File: src/dbg_map.svh
`ifndef DBG_MAP_SVH
`define DBG_MAP_SVH

// ==========================================================================
// register byte offsets on the apb port
`define OFF_DCSR        8'h00
`define OFF_DPC         8'h04
`define OFF_DSCRATCH0   8'h08
`define OFF_DSCRATCH1   8'h0c
`define OFF_TSELECT     8'h10
`define OFF_TDATA1      8'h14
`define OFF_TDATA2      8'h18
`define OFF_TINFO       8'h1c
`define OFF_MSTATUS     8'h20
`define OFF_RUNSTAT     8'h24

// ==========================================================================
// debug control and status fields
`define DCSR_VER_VAL    4'h4
`define DCSR_EBREAKM    15
`define DCSR_PRV_VAL    2'h3
`define CAUSE_EBREAK    3'h1
`define CAUSE_TRIGGER   3'h2
`define CAUSE_HALTREQ   3'h3

// ==========================================================================
// machine status fields
`define MST_MIE         3
`define MST_MPIE        7

// ==========================================================================
// trigger data 1 fields and constants
`define TD1_TYPE_LSB    28
`define TD1_DMODE       27
`define TD1_ACT_LSB     12
`define TD1_EXEC        2
`define TTYPE_MCONTROL  4'h2
`define TTYPE_ETRIG     4'h5
`define ACTION_DEBUG    4'h1
`define TD1_RESET       32'h2800_0000
`define TINFO_VAL       32'h0000_0024

`endif

File: src/dbg_pkg.sv
package dbg_pkg;

    // ======================================================================
    // run-control states
    typedef enum logic [1:0] {
        ST_RESET,
        ST_RUN,
        ST_HALT
    } run_state_e;

    // ======================================================================
    // apb request and response
    typedef struct packed {
        logic        psel;
        logic        penable;
        logic        pwrite;
        logic [7:0]  paddr;
        logic [31:0] pwdata;
    } apb_req_s;

    typedef struct packed {
        logic [31:0] prdata;
        logic        pready;
        logic        pslverr;
    } apb_rsp_s;

    // ======================================================================
    // core pipeline events, one cycle each except fetch enable, debug request and decode pc
    typedef struct packed {
        logic        fetch_enable;
        logic        debug_req;
        logic        dec_valid;
        logic [31:0] dec_pc;
        logic        ebreak;
        logic        mret;
        logic        dret;
        logic        exception;
        logic [4:0]  exc_cause;
        logic        irq_take;
    } core_evt_s;

    typedef struct packed {
        logic havereset;
        logic running;
        logic halted;
    } dbg_status_s;

    typedef struct packed {
        logic        pc_set;
        logic [31:0] pc_target;
        logic        kill_decode;
    } redirect_s;

endpackage

File: src/trigger_unit.sv
`timescale 1ns/1ns
`include "dbg_map.svh"

module trigger_unit #(
    parameter int NUM_TRIG = 1
) (
    // clock and reset
    input  wire logic        pclk,
    input  wire logic        presetn,
    // register access
    input  wire logic [1:0]  sel,
    input  wire logic        wr1,
    input  wire logic        wr2,
    input  wire logic [31:0] wdata,
    output      logic [31:0] rd1,
    output      logic [31:0] rd2,
    // match inputs
    input  wire logic        enable,
    input  wire logic        pc_valid,
    input  wire logic [31:0] pc,
    input  wire logic        exc,
    input  wire logic [4:0]  exc_cause,
    output      logic        hit
);
    import dbg_pkg::*;

    // one slot kept at zero triggers so arrays never go empty
    localparam int TN = (NUM_TRIG == 0) ? 1 : NUM_TRIG;

    typedef struct packed {
        logic [TN-1:0][31:0] t1;
        logic [TN-1:0][31:0] t2;
    } trig_state_s;

    trig_state_s s_r, s_nxt;
    logic [TN-1:0] hits;

    // ======================================================================
    // per-trigger match, two types only
    for (genvar i = 0; i < TN; i++) begin : g_trig
        logic [3:0] ty;
        logic [3:0] act;
        assign ty  = s_r.t1[i][`TD1_TYPE_LSB+:4];
        assign act = s_r.t1[i][`TD1_ACT_LSB+:4];
        assign hits[i] = (NUM_TRIG != 0) && enable
            && (act == `ACTION_DEBUG)
            && (((ty == `TTYPE_MCONTROL) && s_r.t1[i][`TD1_EXEC]
                 && pc_valid && (pc == s_r.t2[i]))
             || ((ty == `TTYPE_ETRIG) && exc
                 && s_r.t2[i][exc_cause]));
    end

    assign hit = |hits;
    assign rd1 = (sel < TN) ? s_r.t1[sel] : '0;
    assign rd2 = (sel < TN) ? s_r.t2[sel] : '0;

    // ======================================================================
    // writes; other types keep old type
    always_comb begin
        s_nxt = s_r;
        if (wr1 && (sel < TN)) begin
            if ((wdata[`TD1_TYPE_LSB+:4] == `TTYPE_MCONTROL) ||
                (wdata[`TD1_TYPE_LSB+:4] == `TTYPE_ETRIG)) begin
                s_nxt.t1[sel] = wdata;
            end else begin
                s_nxt.t1[sel][27:0] = wdata[27:0];
            end
            s_nxt.t1[sel][`TD1_DMODE] = 1'b1;
        end
        if (wr2 && (sel < TN)) begin
            s_nxt.t2[sel] = wdata;
        end
    end

    always_ff @(posedge pclk or negedge presetn) begin
        if (!presetn) begin
            s_r.t1 <= {TN{`TD1_RESET}};
            s_r.t2 <= '0;
        end else begin
            s_r <= s_nxt;
        end
    end

endmodule

File: src/core_debug_entry_control.sv
// Operation
// - trap entry clears machine interrupt enable
// - no hardware trap stacking; software nests freely
// - debug entry saves pc, records cause, jumps to halt vector
// - enter debug on request, trigger with action one, or armed ebreak
// - trigger count is a parameter from zero to four
// - triggers support only address match and exception types
// - pc-dependent or program-buffer transfers never illegal
// - decode instruction at first request cycle is killed
// - has-been-reset high in reset, clears after fetch enable seen
// - exactly one of reset, running, halted status is high
// - ebreak in debug mode returns to halt vector, no status change
// - exception or mret in debug mode goes to exception vector
// - debug csr, pc and scratch registers illegal outside debug mode
// - trigger registers illegal when trigger count is zero
// - trigger mode-only bit reads one; data written only in debug
// - neither running nor halted until after fetch enable
// - request before fetch enable goes straight to halted
// - request while running reaches halted within a few cycles
//
// Added by the designer: the placing of the registers and register access over APB.
`timescale 1ns/1ns
`include "dbg_map.svh"

module core_debug_entry_control #(
    parameter int NUM_TRIG = 1
) (
    // clock and reset
    input  wire logic                 pclk,
    input  wire logic                 presetn,
    // register port
    input  wire dbg_pkg::apb_req_s    apb_i,
    output      dbg_pkg::apb_rsp_s    apb_o,
    // core pipeline events
    input  wire dbg_pkg::core_evt_s   core_i,
    input  wire logic [31:0]          halt_vector_in,
    input  wire logic [31:0]          debug_exception_vector_in,
    // status and redirect
    output      dbg_pkg::dbg_status_s dbg_status,
    output      dbg_pkg::redirect_s   redirect,
    output      logic                 illegal_insn,
    output      logic                 mie
);
    import dbg_pkg::*;

    typedef struct packed {
        run_state_e  st;
        logic        req_seen;
        logic        ebreakm;
        logic [2:0]  cause;
        logic [31:0] dpc;
        logic [31:0] scratch0;
        logic [31:0] scratch1;
        logic [1:0]  tsel;
        logic        mie;
        logic        mpie;
        apb_rsp_s    rsp;
        dbg_status_s stat;
        redirect_s   redir;
        logic        illegal;
    } ctl_state_s;

    ctl_state_s s_r, s_nxt;

    logic        setup;
    logic        acc_wr;
    logic        in_dbg;
    logic        bad;
    logic        t1_we;
    logic        t2_we;
    logic        trig_hit;
    logic [31:0] t1_rd;
    logic [31:0] t2_rd;
    logic [31:0] rdata;

    // ======================================================================
    // address classes
    function automatic logic is_dbg_reg(input logic [7:0] a);
        is_dbg_reg = (a == `OFF_DCSR) || (a == `OFF_DPC) ||
                     (a == `OFF_DSCRATCH0) || (a == `OFF_DSCRATCH1);
    endfunction

    function automatic logic is_trig_reg(input logic [7:0] a);
        is_trig_reg = (a == `OFF_TSELECT) || (a == `OFF_TDATA1) ||
                      (a == `OFF_TDATA2) || (a == `OFF_TINFO);
    endfunction

    function automatic logic is_known(input logic [7:0] a);
        is_known = is_dbg_reg(a) || is_trig_reg(a) ||
                   (a == `OFF_MSTATUS) || (a == `OFF_RUNSTAT);
    endfunction

    // ======================================================================
    // access checks and strobes
    assign in_dbg = (s_r.st == ST_HALT);
    assign setup  = apb_i.psel && !apb_i.penable;
    // write lands at the pready edge, never if refused
    assign acc_wr = apb_i.psel && apb_i.penable && s_r.rsp.pready &&
                    apb_i.pwrite && !s_r.rsp.pslverr;
    // no pc or target checks, only register legality
    assign bad = !is_known(apb_i.paddr)
              || (is_dbg_reg(apb_i.paddr) && !in_dbg)
              || (is_trig_reg(apb_i.paddr) && (NUM_TRIG == 0));
    // trigger data writable in debug only
    assign t1_we = acc_wr && in_dbg && (apb_i.paddr == `OFF_TDATA1);
    assign t2_we = acc_wr && in_dbg && (apb_i.paddr == `OFF_TDATA2);

    // ======================================================================
    // read multiplexer
    always_comb begin
        rdata = '0;
        case (apb_i.paddr)
            `OFF_DCSR: begin
                rdata[31:28] = `DCSR_VER_VAL;
                rdata[`DCSR_EBREAKM] = s_r.ebreakm;
                rdata[8:6] = s_r.cause;
                rdata[1:0] = `DCSR_PRV_VAL;
            end
            `OFF_DPC:       rdata = s_r.dpc;
            `OFF_DSCRATCH0: rdata = s_r.scratch0;
            `OFF_DSCRATCH1: rdata = s_r.scratch1;
            `OFF_TSELECT:   rdata[1:0] = s_r.tsel;
            `OFF_TDATA1:    rdata = t1_rd;
            `OFF_TDATA2:    rdata = t2_rd;
            `OFF_TINFO:     rdata = `TINFO_VAL;
            `OFF_MSTATUS: begin
                rdata[`MST_MIE]  = s_r.mie;
                rdata[`MST_MPIE] = s_r.mpie;
            end
            `OFF_RUNSTAT: begin
                rdata[0] = s_r.stat.havereset;
                rdata[1] = s_r.stat.running;
                rdata[2] = s_r.stat.halted;
            end
            default:        rdata = '0;
        endcase
    end

    // ======================================================================
    // trigger unit, matching only while running
    trigger_unit #(
        .NUM_TRIG (NUM_TRIG)
    ) u_trig (
        .pclk      (pclk),
        .presetn   (presetn),
        .sel       (s_r.tsel),
        .wr1       (t1_we),
        .wr2       (t2_we),
        .wdata     (apb_i.pwdata),
        .rd1       (t1_rd),
        .rd2       (t2_rd),
        .enable    (s_r.st == ST_RUN),
        .pc_valid  (core_i.dec_valid),
        .pc        (core_i.dec_pc),
        .exc       (core_i.exception),
        .exc_cause (core_i.exc_cause),
        .hit       (trig_hit)
    );

    // ======================================================================
    // next state: register port first, run control after so it wins
    always_comb begin
        s_nxt = s_r;
        s_nxt.rsp.pready = 1'b0;
        s_nxt.redir.pc_set = 1'b0;
        s_nxt.redir.kill_decode = 1'b0;
        s_nxt.illegal = 1'b0;

        // answer is prepared at setup, shown in the access cycle
        if (setup) begin
            s_nxt.rsp.pready  = 1'b1;
            s_nxt.rsp.pslverr = bad;
            s_nxt.rsp.prdata  = bad ? '0 : rdata;
            s_nxt.illegal     = bad;
        end

        if (acc_wr) begin
            case (apb_i.paddr)
                `OFF_DCSR:      s_nxt.ebreakm = apb_i.pwdata[`DCSR_EBREAKM];
                `OFF_DPC:       s_nxt.dpc = apb_i.pwdata;
                `OFF_DSCRATCH0: s_nxt.scratch0 = apb_i.pwdata;
                `OFF_DSCRATCH1: s_nxt.scratch1 = apb_i.pwdata;
                `OFF_TSELECT: begin
                    // out-of-range select dropped
                    if (apb_i.pwdata < NUM_TRIG) begin
                        s_nxt.tsel = apb_i.pwdata[1:0];
                    end
                end
                `OFF_MSTATUS: begin
                    // software re-enable allows nesting
                    s_nxt.mie  = apb_i.pwdata[`MST_MIE];
                    s_nxt.mpie = apb_i.pwdata[`MST_MPIE];
                end
                default: begin
                end
            endcase
        end

        case (s_r.st)
            ST_RESET: begin
                // early request forces direct halt
                if (core_i.debug_req) begin
                    s_nxt.req_seen = 1'b1;
                end
                if (core_i.fetch_enable) begin
                    if (s_r.req_seen || core_i.debug_req) begin
                        s_nxt.st = ST_HALT;
                        s_nxt.cause = `CAUSE_HALTREQ;
                        s_nxt.dpc = core_i.dec_pc;
                        s_nxt.redir.pc_set = 1'b1;
                        s_nxt.redir.pc_target = halt_vector_in;
                        s_nxt.redir.kill_decode = 1'b1;
                    end else begin
                        s_nxt.st = ST_RUN;
                    end
                    s_nxt.req_seen = 1'b0;
                end
            end
            ST_RUN: begin
                if (trig_hit || core_i.debug_req ||
                    (core_i.ebreak && s_r.ebreakm)) begin
                    s_nxt.st = ST_HALT;
                    if (trig_hit) begin
                        s_nxt.cause = `CAUSE_TRIGGER;
                    end else if (core_i.ebreak && s_r.ebreakm) begin
                        s_nxt.cause = `CAUSE_EBREAK;
                    end else begin
                        s_nxt.cause = `CAUSE_HALTREQ;
                    end
                    s_nxt.dpc = core_i.dec_pc;
                    s_nxt.redir.pc_set = 1'b1;
                    s_nxt.redir.pc_target = halt_vector_in;
                    // decode instruction is flushed and resumes from dpc
                    s_nxt.redir.kill_decode = 1'b1;
                end else if (core_i.exception || core_i.irq_take ||
                             core_i.ebreak) begin
                    // single level of save only; handler must store it
                    s_nxt.mpie = s_r.mie;
                    s_nxt.mie  = 1'b0;
                end else if (core_i.mret) begin
                    s_nxt.mie  = s_r.mpie;
                    s_nxt.mpie = 1'b1;
                end
            end
            ST_HALT: begin
                // none of these touch dcsr, dpc or machine status
                if (core_i.ebreak) begin
                    s_nxt.redir.pc_set = 1'b1;
                    s_nxt.redir.pc_target = halt_vector_in;
                end else if (core_i.exception || core_i.mret) begin
                    s_nxt.redir.pc_set = 1'b1;
                    s_nxt.redir.pc_target = debug_exception_vector_in;
                end else if (core_i.dret) begin
                    s_nxt.st = ST_RUN;
                    s_nxt.redir.pc_set = 1'b1;
                    s_nxt.redir.pc_target = s_r.dpc;
                end
            end
            default: begin
                s_nxt.st = ST_RESET;
            end
        endcase

        // status from next state, registered
        s_nxt.stat.havereset = (s_nxt.st == ST_RESET);
        s_nxt.stat.running   = (s_nxt.st == ST_RUN);
        s_nxt.stat.halted    = (s_nxt.st == ST_HALT);
    end

    // ======================================================================
    // state register
    always_ff @(posedge pclk or negedge presetn) begin
        if (!presetn) begin
            s_r.st       <= ST_RESET;
            s_r.req_seen <= 1'b0;
            s_r.ebreakm  <= 1'b0;
            s_r.cause    <= 3'h0;
            s_r.dpc      <= '0;
            s_r.scratch0 <= '0;
            s_r.scratch1 <= '0;
            s_r.tsel     <= 2'h0;
            s_r.mie      <= 1'b0;
            s_r.mpie     <= 1'b0;
            s_r.rsp      <= '0;
            s_r.stat     <= 3'b100;
            s_r.redir    <= '0;
            s_r.illegal  <= 1'b0;
        end else begin
            s_r <= s_nxt;
        end
    end

    // ======================================================================
    // outputs straight from flip-flops
    assign apb_o        = s_r.rsp;
    assign dbg_status   = s_r.stat;
    assign redirect     = s_r.redir;
    assign illegal_insn = s_r.illegal;
    assign mie          = s_r.mie;

endmodule

File: config.mk
export PLATFORM = sky130hd
export DESIGN_NAME = core_debug_entry_control
export DESIGN_NICKNAME = d
export VERILOG_FILES = /design/src/dbg_pkg.sv /design/src/trigger_unit.sv /design/src/core_debug_entry_control.sv
export VERILOG_INCLUDE_DIRS = /design/src
export SDC_FILE = /design/constraint.sdc
export NUM_CORES = 1
export LEC_CHECK = 0
export BUFFER_PORTS_ARGS = -buffer_cell sky130_fd_sc_hd__buf_2
export CORE_UTILIZATION = 48
export CTS_CLUSTER_SIZE = 30
export DETAILED_ROUTE_END_ITERATION = 10
export GPL_TIMING_DRIVEN = 0
export PLACE_DENSITY = 0.75
export SLEW_MARGIN = 20
export SYNTH_ARGS = -nofsm -noshare
export SYNTH_HDL_FRONTEND = slang
export SYNTH_SLANG_ARGS = --single-unit
File: constraint.sdc
create_clock -name pclk -period 2.45 [get_ports pclk]
set_input_delay 0.3675 -clock pclk [delete_from_list [all_inputs] [get_ports pclk]]
set_output_delay 0.3675 -clock pclk [all_outputs]
set_load 0.01 [all_outputs]
==> results_dict.tcl <==
set metrics [dict create \
    grt_pass1_vias 10652 \
    layout-area-overhead-vs-synth_pct 23.5 \
    synth_cells 1117 \
    powerDensity_mw_per_mm2 875 \
    nNetsFinal 1539 \
    finalCritPeriodShare_pct 118 \
    floorplan.rows 58 \
    power_mw 13.6 \
    setup.worst_path.start "u_trig.s_r[5]$_DFFE_PN0P_" \
    setup_viol 73 \
    initial_core_util_pct 49.4 \
    critical_path_end_type "flop" \
    outcome "complete, but fails checks" \
    vias_per_cell 6.28 \
    failing_checks "setup timing" \
    detail_route.drc_violations 0 \
    grt_start_max_net_pins 100 \
    cts.root.buffer_cell "clkbuf_16" \
    timing.setup.tns_ns -25.60 \
    vias 10904 \
    number_of_antenna_violations_at_the_first_check_in_global_routing 1 \
    clkSinkCount 242 \
    finalCriticalPeriod_ns 2.90 \
    synth_seq_cells 242 \
    slew_viol_final 0 \
    floorplan.die_area_mm2 0.0269 \
    h-tree-depth 1 \
    ys_types 64 \
    clk_path_buf_depth 3 \
    ir_drop_mv 0.677 \
    hold_viol 0 \
    normalized_max_slew_margin_pct 25.9 \
    remaining_global_route_overflow 0 \
    final_cell_area_mm2 0.0155 \
    postPlaceCellArea_mm2 0.0142 \
    synthMostInstantiatedCell "dfrtp_1" \
    clk_skew_ns 0.0155 \
    timing.hold.worst.class "in2reg" \
    fmax_mhz 345 \
    worst_hold_slack_ns 0.0666 \
    cp.required_ns 2.85 \
    finalWeightedCongestion 0.967 \
    placed_cells_incl_taps 1665 \
    synth_seq_area_share_pct 48.1 \
    synth_edf_count 0 \
    hold_path.startpoint "core_i[44]" \
    synth_top_cells_by_area "dfrtp_1 (48%), mux2_2 (11%), a222oi_1 (4.5%), buf_4 (4.4%), mux2i_1 (2.9%)" \
    layout_cells_excl_fill 1735 \
    numCtsBuffers 26 \
    synth_top_cell_by_area "dfrtp_1" \
    worstSetupPathType "reg2reg" \
    number_of_maximum_capacitance_constraint_violations 0 \
    postRouteWirelength_mm 44.7 \
    grt_first_pass_wirelength_mm 66.2 \
    number_of_i_o_port_buffers 216 \
    grt_use_total_pct 33.3 \
    drt-wirelength-per-cell_um 25.8 \
    die_height_um 164 \
    drt_pass1_iterations 8 \
    critPathMaxFanout 10 \
    worst_setup_sp_type "flop" \
    clk-insertion-delay-late_ns 0.54 \
    first_iter_violations 1775 \
    synth.cells.most_frequent "dfrtp_1 (239), mux2_2 (124), buf_4 (73), clkbuf_1 (60), nor2_1 (60)" \
    r2r_start "u_trig.s_r[5]$_DFFE_PN0P_" \
    worst_setup_slack_after_layout_ns -0.446 \
    place.detailed.hpwl_mm 33.3 \
    synth_flop_cell "dfrtp_1" \
    async_flop_share_pct 100 \
    synth_fp_nets 1271 \
    p_leak_nw 7.67 \
    synth-warning-count 0 \
    rsz0062_at_grt "yes" \
    arrival_ns 3.30 \
    coreArea_mm2 0.0255 \
    post_route_cells_drive_above_1_share_pct 39.2 \
    place_worst_setup_slack_ns -1.04 \
    layout.core_utilization_pct 61.0 \
    synth_top_area_share_pct 47.5 \
    route.antenna.remaining_nets 0 \
    num_io_pins 227 \
    mappedNetlistArea_mm2 0.0126 \
    clk_transition_reported_paths_ns 0.06 \
    die_w_um 164 \
    cts_tree "yes" \
    post_synth.cell_area_avg_um2 11.3 \
    timing_worst_slew_pin_value_ns 1.10 \
]
[power breakdown]
group | switching (mW) | internal (mW)
logic | 2.05 | 1.95
clock network | 1.64 | 2.55
registers | 0.770 | 4.64
[placed cells by master (no fill, tap or decap), types with 18 or more instances in the layout]
cell,instances
a22oi_1,34
clkbuf_16,31
buf_2,222
a21o_1,28
a21oi_1,42
mux2i_1,36
nor2b_1,36
nand2_1,30
mux2_2,124
dfrtp_1,232
buf_4,87
a222oi_1,57
xnor2_1,32
nor2_1,57
clkbuf_1,53
a221o_1,32
nand4_1,18
o21ai_1,32
o21ai_0,35
[cell families after synthesis]
family,after synthesis,share of synthesized area (%)
AND/OR/NAND/NOR,213,8.95
AO/OA/AOI/OAI,300,17.7
multiplexers,167,15.2
flip-flops,242,48.1
buffers and inverters,162,7.71
XOR/XNOR,33,2.30
[sequential cells by signal (all words and copies together), names as in the netlist]
name               count
mie                    1
s_r                  105
illegal_insn           1
u_trig.s_r            56
apb_o                 34
redirect              34
u_trig.g_trig.act      4
u_trig.g_trig.ty       4
dbg_status             3
[worst max-delay path, cell delays in order, from the launching register on]
cell,delay (ns)
dfrtp_2,0.43
mux4_2,0.27
nor4b_1,0.06
or4_1,0.52
or4_4,0.59
a21oi_4,0.22
buf_6,0.12
nor3_4,0.07
buf_6,0.17
a221o_1,0.30
[worst paths after layout]
kind	end	slack (ns)	cells past startpoint
min in group asynchronous	redirect[10]$_DFFE_PN0P_	0.36	2
worst min-delay path	s_r[176]$_DFFE_PN0P_	0.07	2
worst max-delay path	redirect[26]$_DFFE_PN0P_	-0.45	9
max in group asynchronous	u_trig.g_trig[0].act[3]$_DFFE_PN0P_	1.19	3
worst min register to register	apb_o[22]$_DFFE_PN0P_	0.47	1
worst max register to register	redirect[26]$_DFFE_PN0P_	-0.45	9
[area by class of cell]
class / instances / area (um^2)
fillers: 2129 / 9930
plain buffers: 151 / 1050
inverters: 9 / 33.8
clock buffers: 37 / 753
clock inverters: 10 / 150
repair buffers: 242 / 1390
well taps: 330 / 413
diodes: 1 / 2.50
flip-flops and latches: 242 / 6070
multi-input cells: 713 / 5680
[routing by layer]
layer,track usage [%],share of wire (%),vias up
li1,-,-,4738
met1,45.3,41,5408
met2,53.4,46,653
met3,5.88,9.4,105
met4,12.2,3.7,0
met5,0,0,-
[timing repair]
action                                  CTS  global route
endpoints found under the setup margin  133           137
setup buffers                            15             4
hold buffers                              1             0
gates resized for setup                  67            23
gates cloned                              2             2
hold endpoints to repair                 54             0
pin swaps                                 6             4
(Power assumes the default switching activity.)
